$ cat src/core/tpc_params.svh
/*
  constants for the timer pwm core: register indices, field
  positions, reset values and selector codes.
  assumes: included by bare name, once per compilation unit.
*/
`ifndef TPC_PARAMS_SVH
`define TPC_PARAMS_SVH
// register indices on the plain register port
`define TPC_A_MSC    8'h00
`define TPC_A_CNTH   8'h01
`define TPC_A_CNTL   8'h02
`define TPC_A_MODH   8'h03
`define TPC_A_MODL   8'h04
`define TPC_A_CHBASE 8'h08
`define TPC_A_CHSTEP 8'h04
// offsets inside one channel block
`define TPC_S_SC     8'h00
`define TPC_S_VH     8'h01
`define TPC_S_VL     8'h02
// field positions
`define TPC_B_FLAG   7
`define TPC_B_IE     6
`define TPC_B_CTR    5
`define TPC_B_MSH    5
`define TPC_B_MSL    4
`define TPC_B_CLKS   4:3
`define TPC_B_PS     2:0
`define TPC_B_ELS    3:2
// clock source codes
`define TPC_CK_OFF   2'h0
`define TPC_CK_BUS   2'h1
`define TPC_CK_FIX   2'h2
`define TPC_CK_EXT   2'h3
// edge / level codes
`define TPC_ELS_OFF  2'h0
`define TPC_ELS_RISE 2'h1
`define TPC_ELS_FALL 2'h2
`define TPC_ELS_BOTH 2'h3
// reset values and terminal count
`define TPC_RST_B    8'h00
`define TPC_RST_W    16'h0000
`define TPC_TERM_MAX 16'hffff
`endif

$ cat src/core/tpc_pkg.sv
/*
  types for the timer pwm core: register port carrier and the
  channel mode code.
  assumes: tpc_params.svh sits on the include path.
*/
`default_nettype none
`include "tpc_params.svh"
package tpc_pkg;
  // one register port access
  typedef struct packed {
    logic [7:0] addr;   // register index
    logic [7:0] wdata;  // write data
    logic       wr;     // write strobe
    logic       rd;     // read strobe
  } tpc_bus_t;
  // channel operating mode, one-hot
  typedef enum logic [3:0] {
    CM_CAPT = 4'b0001,
    CM_CMP  = 4'b0010,
    CM_EPWM = 4'b0100,
    CM_CPWM = 4'b1000
  } tpc_mode_t;
endpackage : tpc_pkg
`default_nettype wire

$ cat src/core/tpc_timer.sv
/*
  sixteen-bit timer with prescaler, modulo, coherent counter
  reads and NCH capture / compare / pwm channels.
  assumes: one clock mclk, synchronous active-low reset, a
  register master that holds strobes one cycle, pins and the
  fixed clock arrive asynchronously.
*/
// Strobed register access and the address map are this design's own decisions.
// Overview of operation
// two-bit field picks off, bus, fixed, external
// external clock at most quarter bus rate
// prescaler divides by two to the code
// counter byte read freezes both bytes
// reset, counter write, control write release buffer
// reset zeroes the counter
// background mode freezes counter and buffer
// at modulo wrap or reverse, set overflow
// half-written modulo suppresses overflow flag
// zero modulo means free running counter
// software rewrites modulo early after overflow
// flag on capture edge or compare match
// center pwm flags every match
// interrupt when flag and enable both set
// clear by read then write zero
// new event restarts the clear sequence
// reset clears flag and enable
// mode high bit selects edge pwm
// mode low bit picks capture or compare
// edge field sets edge, action, polarity
// edge field zero releases the pin
// software frees pin used as clock
// capture edges and compare pin actions
// pwm polarity from edge field
// external and fixed clocks synchronised first
// center select makes up/down counter
// counter steps once per prescaler pulse
`default_nettype none
`include "tpc_params.svh"
module tpc_timer #(
  parameter int NCH = 2
) (
  input  wire logic              mclk,
  input  wire logic              reset_n,
  input  wire tpc_pkg::tpc_bus_t bus,
  output logic [7:0]             rdData,
  input  wire logic              bgndMode,
  input  wire logic              fixedClk,
  input  wire logic              extClkPin,
  input  wire logic [NCH-1:0]    chPinIn,
  output logic [NCH-1:0]         chPinOut,
  output logic [NCH-1:0]         chPinOe,
  output logic [NCH-1:0]         chIrq,
  output logic                   ovfIrq
);
  import tpc_pkg::*;

  localparam int NIN = NCH + 2;  // fixed, external, pins

  // channel register decode
  function automatic logic chHit(
    input logic [7:0] a,
    input int         n,
    input logic [7:0] s
  );
    chHit = (a == 8'(`TPC_A_CHBASE + `TPC_A_CHSTEP * n + s));
  endfunction : chHit

  // prescaler compare mask
  function automatic logic [6:0] psMask(input logic [2:0] ps);
    psMask = 7'((8'h01 << ps) - 8'h01);
  endfunction : psMask

  // channel mode from control bits
  function automatic tpc_mode_t modeOf(
    input logic ctr,
    input logic msh,
    input logic msl
  );
    if (ctr)
      modeOf = CM_CPWM;
    else if (msh)
      modeOf = CM_EPWM;
    else if (msl)
      modeOf = CM_CMP;
    else
      modeOf = CM_CAPT;
  endfunction : modeOf

  // input synchronisers
  logic [NIN-1:0] pinRaw;        // fixed, external, channels
  logic [2:0]     syn_q [NIN];   // three-stage shift
  logic [NIN-1:0] pinLvl_q;      // agreed level
  logic [NIN-1:0] pinPrev_q;     // level one cycle back
  logic [NIN-1:0] pinRise;       // rising edge
  logic [NIN-1:0] pinFall;       // falling edge

  // module control and status
  logic           ovfFlag_q;     // overflow flag
  logic           ovfArm_q;      // flag seen set by a read
  logic           ovfIe_q;       // overflow irq enable
  logic           ctr_q;         // center aligned select
  logic [1:0]     clks_q;        // clock source select
  logic [2:0]     ps_q;          // prescale select
  logic [6:0]     psCnt_q;       // prescaler count

  // counter, modulo, read buffer
  logic [15:0]    cnt_q;         // main counter
  logic           down_q;        // counting down
  logic [15:0]    mod_q;         // modulo value
  logic           modHSeen_q;    // high byte waits for low
  logic           modLSeen_q;    // low byte waits for high
  logic [15:0]    cntBuf_q;      // frozen counter copy
  logic           cntLat_q;      // buffer latched
  logic           firstHi_q;     // first read was high

  // channels
  logic [NCH-1:0] chFlag_q;      // event flags
  logic [NCH-1:0] chArm_q;       // clear sequence armed
  logic [NCH-1:0] chIe_q;        // irq enables
  logic [NCH-1:0] chMsh_q;       // mode select high
  logic [NCH-1:0] chMsl_q;       // mode select low
  logic [1:0]     chEls_q [NCH]; // edge / level select
  logic [15:0]    chVal_q [NCH]; // channel value
  logic [15:0]    chBuf_q [NCH]; // value write buffer
  logic [NCH-1:0] chVhSeen_q;    // high byte buffered
  logic [NCH-1:0] chVlSeen_q;    // low byte buffered
  tpc_mode_t      chMode [NCH];  // decoded mode
  logic [NCH-1:0] chMatch;       // compare match this tick
  logic [NCH-1:0] chEvt;         // flag set event

  // outputs
  logic [7:0]     rdData_q;
  logic [7:0]     rdMux;
  logic [NCH-1:0] chPinOut_q;
  logic [NCH-1:0] chPinOe_q;
  logic [NCH-1:0] chIrq_q;
  logic           ovfIrq_q;

  // decoded strobes and ticks
  logic           mscWr;
  logic           mscRd;
  logic           cntWr;
  logic           cntRd;
  logic           srcTick;
  logic           psTick;
  logic           cntTick;
  logic [15:0]    term;
  logic           atTerm;
  logic           modPend;
  logic           ovfSet;
  logic           wrapTick;

  assign mscWr = bus.wr && (bus.addr == `TPC_A_MSC);
  assign mscRd = bus.rd && (bus.addr == `TPC_A_MSC);
  assign cntWr = bus.wr && ((bus.addr == `TPC_A_CNTH) ||
                            (bus.addr == `TPC_A_CNTL));
  assign cntRd = bus.rd && ((bus.addr == `TPC_A_CNTH) ||
                            (bus.addr == `TPC_A_CNTL));

  // pins pass three flops, level taken when stages 2 and 3 agree
  assign pinRaw = {chPinIn, extClkPin, fixedClk};
  always_ff @(posedge mclk)
  begin
    for (int i = 0; i < NIN; i++)
    begin
      if (!reset_n)
      begin
        syn_q[i]     <= 3'h0;
        pinLvl_q[i]  <= 1'b0;
        pinPrev_q[i] <= 1'b0;
      end
      else
      begin
        syn_q[i]     <= {syn_q[i][1:0], pinRaw[i]};
        if (syn_q[i][1] == syn_q[i][2])
          pinLvl_q[i] <= syn_q[i][2];
        pinPrev_q[i] <= pinLvl_q[i];
      end
    end
  end
  assign pinRise = pinLvl_q & ~pinPrev_q;
  assign pinFall = ~pinLvl_q & pinPrev_q;

  // clock source select, edges of slow sources count once
  always_comb
  begin
    case (clks_q)
      `TPC_CK_BUS: srcTick = 1'b1;
      `TPC_CK_FIX: srcTick = pinRise[0];
      `TPC_CK_EXT: srcTick = pinRise[1];
      default:     srcTick = 1'b0;
    endcase
  end

  // prescaler, pulse when masked low bits are all ones
  assign psTick  = srcTick && !bgndMode &&
                   ((psCnt_q & psMask(ps_q)) == psMask(ps_q));
  assign cntTick = psTick;
  always_ff @(posedge mclk)
  begin
    if (!reset_n)
      psCnt_q <= 7'h00;
    else if (srcTick && !bgndMode)
      psCnt_q <= psCnt_q + 7'h01;
  end

  // terminal count, zero modulo runs full range
  assign term    = (mod_q == `TPC_RST_W) ? `TPC_TERM_MAX : mod_q;
  assign atTerm  = (cnt_q == term);
  assign modPend = modHSeen_q || modLSeen_q;
  assign ovfSet  = cntTick && !cntWr && atTerm && !down_q &&
                   !modPend;  // see R08
  assign wrapTick = cntTick && atTerm && !ctr_q;

  // main counter, up or up/down
  always_ff @(posedge mclk)
  begin
    if (!reset_n)
    begin
      cnt_q  <= `TPC_RST_W;
      down_q <= 1'b0;
    end
    else if (cntWr)
    begin
      cnt_q  <= `TPC_RST_W;
      down_q <= 1'b0;
    end
    else if (cntTick)
    begin
      if (!ctr_q)
      begin
        down_q <= 1'b0;
        cnt_q  <= atTerm ? `TPC_RST_W : cnt_q + 16'h0001;
      end
      else if (!down_q)
      begin
        // up leg, turn at the terminal count
        down_q <= atTerm;
        cnt_q  <= atTerm ? cnt_q - 16'h0001 : cnt_q + 16'h0001;
      end
      else
      begin
        // down leg, turn at zero
        down_q <= (cnt_q != `TPC_RST_W);
        cnt_q  <= (cnt_q == `TPC_RST_W) ? cnt_q + 16'h0001
                                         : cnt_q - 16'h0001;
      end
    end
  end

  // modulo bytes load at once, pending flag held until both halves written
  always_ff @(posedge mclk)
  begin
    if (!reset_n)
    begin
      mod_q      <= `TPC_RST_W;
      modHSeen_q <= 1'b0;
      modLSeen_q <= 1'b0;
    end
    else if (bus.wr && (bus.addr == `TPC_A_MODH))
    begin
      mod_q[15:8] <= bus.wdata;
      modHSeen_q  <= !modLSeen_q;
      modLSeen_q  <= 1'b0;
    end
    else if (bus.wr && (bus.addr == `TPC_A_MODL))
    begin
      mod_q[7:0] <= bus.wdata;
      modLSeen_q <= !modHSeen_q;
      modHSeen_q <= 1'b0;
    end
  end

  // coherent counter read buffer
  always_ff @(posedge mclk)
  begin
    if (!reset_n)
    begin
      cntLat_q  <= 1'b0;
      firstHi_q <= 1'b0;
      cntBuf_q  <= `TPC_RST_W;
    end
    else if (cntWr || mscWr)
      cntLat_q <= 1'b0;
    else if (cntRd && !bgndMode)
    begin
      if (!cntLat_q)
      begin
        cntLat_q  <= 1'b1;
        cntBuf_q  <= cnt_q;
        firstHi_q <= (bus.addr == `TPC_A_CNTH);
      end
      else if ((bus.addr == `TPC_A_CNTH) != firstHi_q)
        cntLat_q <= 1'b0;
    end
  end

  // module control, overflow flag with read-then-write clear
  always_ff @(posedge mclk)
  begin
    if (!reset_n)
    begin
      ovfFlag_q <= 1'b0;
      ovfArm_q  <= 1'b0;
      ovfIe_q   <= 1'b0;
      ctr_q     <= 1'b0;
      clks_q    <= `TPC_CK_OFF;
      ps_q      <= 3'h0;
    end
    else
    begin
      if (mscWr)
      begin
        ovfIe_q <= bus.wdata[`TPC_B_IE];
        ctr_q   <= bus.wdata[`TPC_B_CTR];
        clks_q  <= bus.wdata[`TPC_B_CLKS];
        ps_q    <= bus.wdata[`TPC_B_PS];
      end
      if (ovfSet)
      begin
        ovfFlag_q <= 1'b1;  // set wins over clear
        ovfArm_q  <= 1'b0;
      end
      else if (mscWr)
      begin
        if (ovfArm_q && !bus.wdata[`TPC_B_FLAG])
          ovfFlag_q <= 1'b0;
        ovfArm_q <= 1'b0;
      end
      else if (mscRd && ovfFlag_q)
        ovfArm_q <= 1'b1;
    end
  end

  // channel mode, match and event decode
  always_comb
  begin
    for (int i = 0; i < NCH; i++)
    begin
      chMode[i]  = modeOf(ctr_q, chMsh_q[i], chMsl_q[i]);  // see R18
      chMatch[i] = cntTick && (cnt_q == chVal_q[i]);
      if (chMode[i] == CM_CAPT)
      begin
        case (chEls_q[i])
          `TPC_ELS_RISE: chEvt[i] = pinRise[i+2];
          `TPC_ELS_FALL: chEvt[i] = pinFall[i+2];
          `TPC_ELS_BOTH: chEvt[i] = pinRise[i+2] || pinFall[i+2];
          default:       chEvt[i] = 1'b0;
        endcase
      end
      else
        chEvt[i] = chMatch[i];  // see R12
    end
  end

  // channel control and flag clear sequence
  always_ff @(posedge mclk)
  begin
    for (int i = 0; i < NCH; i++)
    begin
      if (!reset_n)
      begin
        chFlag_q[i] <= 1'b0;
        chArm_q[i]  <= 1'b0;
        chIe_q[i]   <= 1'b0;
        chMsh_q[i]  <= 1'b0;
        chMsl_q[i]  <= 1'b0;
        chEls_q[i]  <= `TPC_ELS_OFF;
      end
      else
      begin
        if (bus.wr && chHit(bus.addr, i, `TPC_S_SC))
        begin
          chIe_q[i]  <= bus.wdata[`TPC_B_IE];
          chMsh_q[i] <= bus.wdata[`TPC_B_MSH];
          chMsl_q[i] <= bus.wdata[`TPC_B_MSL];
          chEls_q[i] <= bus.wdata[`TPC_B_ELS];
        end
        if (chEvt[i])
        begin
          chFlag_q[i] <= 1'b1;
          chArm_q[i]  <= 1'b0;
        end
        else if (bus.wr && chHit(bus.addr, i, `TPC_S_SC))
        begin
          if (chArm_q[i] && !bus.wdata[`TPC_B_FLAG])
            chFlag_q[i] <= 1'b0;
          chArm_q[i] <= 1'b0;
        end
        else if (bus.rd && chHit(bus.addr, i, `TPC_S_SC) && chFlag_q[i])
          chArm_q[i] <= 1'b1;
      end
    end
  end

  // channel value, capture load and buffered writes
  always_ff @(posedge mclk)
  begin
    for (int i = 0; i < NCH; i++)
    begin
      if (!reset_n)
      begin
        chVal_q[i]    <= `TPC_RST_W;
        chBuf_q[i]    <= `TPC_RST_W;
        chVhSeen_q[i] <= 1'b0;
        chVlSeen_q[i] <= 1'b0;
      end
      else
      begin
        if (chEvt[i] && (chMode[i] == CM_CAPT))
          chVal_q[i] <= cnt_q;
        if (bus.wr && chHit(bus.addr, i, `TPC_S_SC))
        begin
          chVhSeen_q[i] <= 1'b0;
          chVlSeen_q[i] <= 1'b0;
        end
        else if (bus.wr && chHit(bus.addr, i, `TPC_S_VH))
        begin
          chBuf_q[i][15:8] <= bus.wdata;
          if (chVlSeen_q[i])
            chVal_q[i] <= {bus.wdata, chBuf_q[i][7:0]};
          chVhSeen_q[i] <= !chVlSeen_q[i];
          chVlSeen_q[i] <= 1'b0;
        end
        else if (bus.wr && chHit(bus.addr, i, `TPC_S_VL))
        begin
          chBuf_q[i][7:0] <= bus.wdata;
          if (chVhSeen_q[i])
            chVal_q[i] <= {chBuf_q[i][15:8], bus.wdata};
          chVlSeen_q[i] <= !chVhSeen_q[i];
          chVhSeen_q[i] <= 1'b0;
        end
      end
    end
  end

  // channel pin drive per mode
  always_ff @(posedge mclk)
  begin
    for (int i = 0; i < NCH; i++)
    begin
      if (!reset_n)
      begin
        chPinOut_q[i] <= 1'b0;
        chPinOe_q[i]  <= 1'b0;
      end
      else
      begin
        chPinOe_q[i] <= (chEls_q[i] != `TPC_ELS_OFF) &&
                        (chMode[i] != CM_CAPT);
        case (chMode[i])
          CM_CMP:
          begin
            // toggle, clear or set on match
            if (chMatch[i])
            begin
              case (chEls_q[i])
                `TPC_ELS_RISE: chPinOut_q[i] <= !chPinOut_q[i];
                `TPC_ELS_FALL: chPinOut_q[i] <= 1'b0;
                `TPC_ELS_BOTH: chPinOut_q[i] <= 1'b1;
                default:       chPinOut_q[i] <= chPinOut_q[i];
              endcase
            end
          end
          CM_EPWM:
          begin
            // match ends the pulse, wrap starts it
            if (chMatch[i])
              chPinOut_q[i] <= chEls_q[i][0];
            else if (wrapTick)
              chPinOut_q[i] <= !chEls_q[i][0];
          end
          CM_CPWM:
          begin
            // up match ends, down match starts
            if (chMatch[i])
              chPinOut_q[i] <= down_q ? !chEls_q[i][0]
                                      : chEls_q[i][0];
          end
          default:
          begin
            chPinOut_q[i] <= chPinOut_q[i];
          end
        endcase
      end
    end
  end

  // interrupt requests
  always_ff @(posedge mclk)
  begin
    if (!reset_n)
    begin
      chIrq_q  <= '0;
      ovfIrq_q <= 1'b0;
    end
    else
    begin
      chIrq_q  <= chFlag_q & chIe_q;
      ovfIrq_q <= ovfFlag_q && ovfIe_q;
    end
  end

  // read mux, unmapped reads as zero
  always_comb
  begin
    rdMux = `TPC_RST_B;
    if (bus.addr == `TPC_A_MSC)
      rdMux = {ovfFlag_q, ovfIe_q, ctr_q, clks_q, ps_q};
    else if (bus.addr == `TPC_A_CNTH)
      rdMux = cntLat_q ? cntBuf_q[15:8] : cnt_q[15:8];
    else if (bus.addr == `TPC_A_CNTL)
      rdMux = cntLat_q ? cntBuf_q[7:0] : cnt_q[7:0];
    else if (bus.addr == `TPC_A_MODH)
      rdMux = mod_q[15:8];
    else if (bus.addr == `TPC_A_MODL)
      rdMux = mod_q[7:0];
    for (int i = 0; i < NCH; i++)
    begin
      if (chHit(bus.addr, i, `TPC_S_SC))
        rdMux = {chFlag_q[i], chIe_q[i], chMsh_q[i], chMsl_q[i],
                 chEls_q[i], 2'h0};
      else if (chHit(bus.addr, i, `TPC_S_VH))
        rdMux = chVal_q[i][15:8];
      else if (chHit(bus.addr, i, `TPC_S_VL))
        rdMux = chVal_q[i][7:0];
    end
  end

  // read data stands one cycle after the strobe
  always_ff @(posedge mclk)
  begin
    if (!reset_n)
      rdData_q <= `TPC_RST_B;
    else
      rdData_q <= bus.rd ? rdMux : `TPC_RST_B;
  end

  assign rdData   = rdData_q;
  assign chPinOut = chPinOut_q;
  assign chPinOe  = chPinOe_q;
  assign chIrq    = chIrq_q;
  assign ovfIrq   = ovfIrq_q;
endmodule : tpc_timer
`default_nettype wire

$ cat config.mk
export PLATFORM = sky130hd
export DESIGN_NAME = tpc_timer
export DESIGN_NICKNAME = d
export VERILOG_FILES = /design/src/core/tpc_pkg.sv /design/src/core/tpc_timer.sv
export VERILOG_INCLUDE_DIRS = /design/src /design/src/core
export SDC_FILE = /design/constraint.sdc
export NUM_CORES = 1
export LEC_CHECK = 0
export BUFFER_PORTS_ARGS = -buffer_cell sky130_fd_sc_hd__clkbuf_2
export CAP_MARGIN = 20
export CELL_PAD_IN_SITES_DETAIL_PLACEMENT = 0
export CELL_PAD_IN_SITES_GLOBAL_PLACEMENT = 1
export CORE_ASPECT_RATIO = 0.9
export CORE_MARGIN = 3
export CORE_UTILIZATION = 30
export DETAILED_ROUTE_END_ITERATION = 8
export GPL_TIMING_DRIVEN = 0
export PLACE_DENSITY_LB_ADDON = 0.3
export SYNTH_ARGS = -nofsm -noshare
export SYNTH_HDL_FRONTEND = slang
export SYNTH_SLANG_ARGS = --single-unit
$ cat constraint.sdc
create_clock -name mclk -period 3.35 [get_ports mclk]
set_clock_uncertainty 0.2 [all_clocks]
set_input_delay 0.8375 -clock mclk [delete_from_list [all_inputs] [get_ports mclk]]
set_output_delay 0.8375 -clock mclk [all_outputs]
set_load 0.01 [all_outputs]
==> impl_metrics.tcl <==
set metrics [dict create \
    grt_first_pass_wirelength_um 55700 \
    io_buffer_count 39 \
    worst_skew_pair.late_latency_ns 0.44 \
    largest_net_degree_at_the_start_of_global_routing 19 \
    rsz0062_at_grt "true" \
    ys.warnings.count 0 \
    library_cell_used_as_clock_root_buffer "sky130_fd_sc_hd__clkbuf_16" \
    post-route-util 0.360 \
    tritoncts "done" \
    comb_power_share 0.065 \
    final_common_cell "sky130_fd_sc_hd__nand2_1" \
    critical_path_peak_fanout 10 \
    drv_slew 0 \
    drc_errors 0 \
    die_h_um 180 \
    hold_path_depth 1 \
    finalSetupViolCount 0 \
    placement_rows 63 \
    detailedRoute.firstIterationViolations 1003 \
    start_util 0.305 \
    power.share.clock 0.435 \
    switching_power_mw 1.25 \
    vias 9242 \
    reg2reg_to "cnt_q[3]$_SDFFE_PP0N_" \
    required_ns 3.25 \
    numCtsBuffers 17 \
    synth_area_per_cell_um2 8.90 \
    routed_via_density 5.61 \
    hp-class "reg2reg" \
    worst_hold_path.endpoint "syn_q[3][1]$_SDFF_PN0_" \
    final-hold-violation-count 0 \
    mostFrequentLayoutCells "sky130_fd_sc_hd__nand2_1 (127), sky130_fd_sc_hd__dfxtp_1 (118), sky130_fd_sc_hd__nor2_1 (101), sky130_fd_sc_hd__a21oi_1 (79)" \
    timing.final.ws_setup_ns 0.0650 \
    die_width_um 199 \
    seq_power_share 0.500 \
    antenna_cells 0 \
    clock.fmax_mhz 304 \
    number_of_antenna_violations_at_the_first_check_in_global_routing 0 \
    worst_ep_arrival_time_ns 3.18 \
    layout_worst_path_cycle_share 0.981 \
    synth_simple_gate_area_frac 0.221 \
    wirelength_um 37600 \
    floorplan.core_area_um2 33000 \
    synth-edff-count 68 \
    worst_slew_margin_rel 0.275 \
    vdd_ir_drop_max_mv 0.377 \
    synth-adder-area-share 0.0199 \
    run_status "finished, final reports clean" \
    hold_buffers 0 \
    ctsHtreeMaxLevel 4 \
    totalPowerFinal_mw 4.83 \
    grt_usage 0.207 \
    netSwitchingFraction 0.259 \
    ff2ff_path_depth 10 \
    layout.nets 1254 \
    first_global_vias 8762 \
    drv_cap 0 \
    syn-num-nets 1173 \
    ys_dominant_reg_cell "sky130_fd_sc_hd__dfxtp_1" \
    drive_gt1_frac 0.127 \
    synth.area.mux_share 0.0301 \
    synth_xor_area_frac 0.0530 \
    io_pins 40 \
    synth_async_sr_flop_share 0 \
    drt-pass1-iter-count 5 \
    place_congestion 0.885 \
    max-clock-path-buffers 2 \
    synth-compound-area-share 0.191 \
    pre_cts_slack_ns -1.07 \
    max_slew.worst_pin.slew_ns 1.09 \
    synth_top_family_by_area "simple AND/OR/NAND/NOR gates" \
    floorplan.die_area_um2 35800 \
    area_growth_syn_to_layout_pct 17.9 \
    synth_cell_type_count 71 \
    synth.ff_latch_count 186 \
    wl_per_cell_um 22.8 \
    post_cts_clock_slew_at_the_launch_and_capture_registers_of_the_worst_setup_and_hold_paths_ns 0.08 \
    crit_path_end_kind "flop" \
    static-leakage-power_nw 4.39 \
    synth_sequential_area_ratio 0.437 \
    hp_start "syn_q[3][0]$_SDFF_PN0_" \
    syn-cell-area_um2 10100 \
    timing.rr.start "mod_q[0]$_SDFFE_PN0P_" \
    synth_cells 1132 \
    power_per_cell_area_nw_per_um2 406 \
    placed_wire_length_estimate_um 26900 \
    globalRoute.totalOverflow 0 \
    min_period_ns 3.29 \
    crit_type "in2reg" \
    clock-sinks 186 \
    r2r_setup_slack_ns 0.08 \
    intPower_mw 3.58 \
    startpoint_type "input port" \
    post_route_ant_nets 0 \
]
## worst max-delay path: stages
cell and delay (ns):
sky130_fd_sc_hd__clkbuf_2 0.11, sky130_fd_sc_hd__or4_4 0.57, sky130_fd_sc_hd__nor3b_4 0.24, sky130_fd_sc_hd__and2b_2 0.23, sky130_fd_sc_hd__buf_4 0.12, sky130_fd_sc_hd__buf_4 0.12, sky130_fd_sc_hd__clkbuf_1 0.46, sky130_fd_sc_hd__nand2_1 0.14
sky130_fd_sc_hd__nand2_1 0.34
## through the flow
stage / TNS [ns] / instance area [µm²] / instances / hold slack (ns)
final: 0 / 11900 / 1648 / 0.240
after global routing: -0.284 / 11900 / 1648 / 0.254
after CTS: 0 / 11600 / 1631 / 0.243
after detailed placement: -97.70 / 10800 / 1593 / 0.220
after global placement: -95.88 / 10800 / 1593 / 0.213
after floorplan: 0 / 10100 / 1132 / 0.212
## worst max-delay path by stage
stage	endpoint	slack, ns	from	cells past startpoint
2_1_floorplan	chVal_q[1][0]$_SDFFCE_PN0P_	0.02	bus[15]	10
3_3_place_gp	chVal_q[1][10]$_SDFFCE_PN0P_	-1.10	bus[15]	11
3_5_place_dp	chVal_q[1][10]$_SDFFCE_PN0P_	-1.07	bus[15]	11
4_1_cts	cnt_q[1]$_SDFFE_PP0N_	0.004	mod_q[2]$_SDFFE_PN0P_	9
5_1_grt	cnt_q[3]$_SDFFE_PP0N_	-0.05	mod_q[10]$_SDFFE_PN0P_	10
6_report	chBuf_q[0][14]$_SDFFCE_PN0P_	0.06	bus[15]	9
## registers in the layout, summed over array words and instances (netlist names), 3 cells and up
register / cells
mod_q: 16
cntBuf_q: 16
chBuf_q: 32
pinPrev_q: 4
rdData: 8
pinLvl_q: 4
psCnt_q: 7
cnt_q: 16
chVal_q: 32
syn_q: 12
ps_q: 3
chEls_q: 4
## metal layers
metal / global-route usage / part of all wire / up-vias
li1: - / - / 4304
met1: 0.284 / 0.44 / 4484
met2: 0.332 / 0.46 / 391
met3: 0.0335 / 0.066 / 63
met4: 0.0672 / 0.029 / 0
met5: 0 / 0 / -
## Yosys cell counts (4+ instances only)
library cell	number	area, µm²
sky130_fd_sc_hd__clkbuf_1	79	297
sky130_fd_sc_hd__o21a_1	5	37.5
sky130_fd_sc_hd__a21o_1	9	67.6
sky130_fd_sc_hd__nand2_1	129	484
sky130_fd_sc_hd__a41oi_1	16	140
sky130_fd_sc_hd__o31ai_1	13	97.6
sky130_fd_sc_hd__o21ai_0	31	155
sky130_fd_sc_hd__a31oi_1	13	81.3
sky130_fd_sc_hd__nor4_1	17	106
sky130_fd_sc_hd__buf_2	7	35.0
sky130_fd_sc_hd__a311o_1	4	40.0
sky130_fd_sc_hd__nand3_1	47	235
sky130_fd_sc_hd__xnor2_1	24	210
sky130_fd_sc_hd__nor4_2	6	75.1
sky130_fd_sc_hd__nand4_1	9	56.3
sky130_fd_sc_hd__nand4b_1	4	35.0
sky130_fd_sc_hd__nor3b_1	6	45.0
sky130_fd_sc_hd__a222oi_1	4	40.0
sky130_fd_sc_hd__a311oi_1	17	149
sky130_fd_sc_hd__nor2_1	101	379
sky130_fd_sc_hd__or3_1	7	43.8
sky130_fd_sc_hd__mux2i_1	28	280
sky130_fd_sc_hd__a32o_1	4	40.0
sky130_fd_sc_hd__inv_1	22	82.6
sky130_fd_sc_hd__edfxtp_1	68	2040
sky130_fd_sc_hd__a221o_1	4	40.0
sky130_fd_sc_hd__and3_1	16	100
sky130_fd_sc_hd__or4_1	6	45.0
sky130_fd_sc_hd__buf_1	8	30.0
sky130_fd_sc_hd__ha_1	16	200
sky130_fd_sc_hd__a21oi_1	80	400
sky130_fd_sc_hd__a22oi_1	17	128
sky130_fd_sc_hd__and2_1	50	313
sky130_fd_sc_hd__dfxtp_1	118	2360
sky130_fd_sc_hd__a221oi_1	21	184
sky130_fd_sc_hd__a21boi_0	4	30.0
sky130_fd_sc_hd__a22o_1	6	52.6
sky130_fd_sc_hd__a211oi_1	5	37.5
sky130_fd_sc_hd__nand2b_1	8	50.1
sky130_fd_sc_hd__nor3_1	20	100
sky130_fd_sc_hd__xor2_1	37	324
## final cells by class
cell class | count | area, µm²
buffer | 96 | 423
clock buffer | 19 | 455
clock inverter | 13 | 148
fill | 3380 | 21100
inverter | 22 | 82.6
multi-input combinational | 826 | 5430
sequential | 186 | 4400
tap | 422 | 528
timing repair buffer | 64 | 408
## cells by family after synthesis
group	Yosys count
compound gates	277
xor+xnor	61
fa+ha+maj	16
buf+inv	121
flops	186
mux	30
simple gates	441
## what timing repair did
action                                  4_1_cts  5_1_grt
endpoints found under the setup margin       91       84
pin swaps                                     3       13
gates cloned                                  1        1
gates resized for setup                      30       22
setup buffers                                 5       19
## power by group through the flow
stage / Clock (mW) / Combinational, mW / Sequential, mW
6_report: 2.10 / 0.312 / 2.41
3_3_place_gp: 0 / 0.289 / 2.46
4_1_cts: 2.13 / 0.301 / 2.41
2_1_floorplan: 0 / 0.171 / 2.45
3_5_place_dp: 0 / 0.290 / 2.47
5_1_grt: 2.21 / 0.335 / 2.42
(Power assumes the default switching activity.)
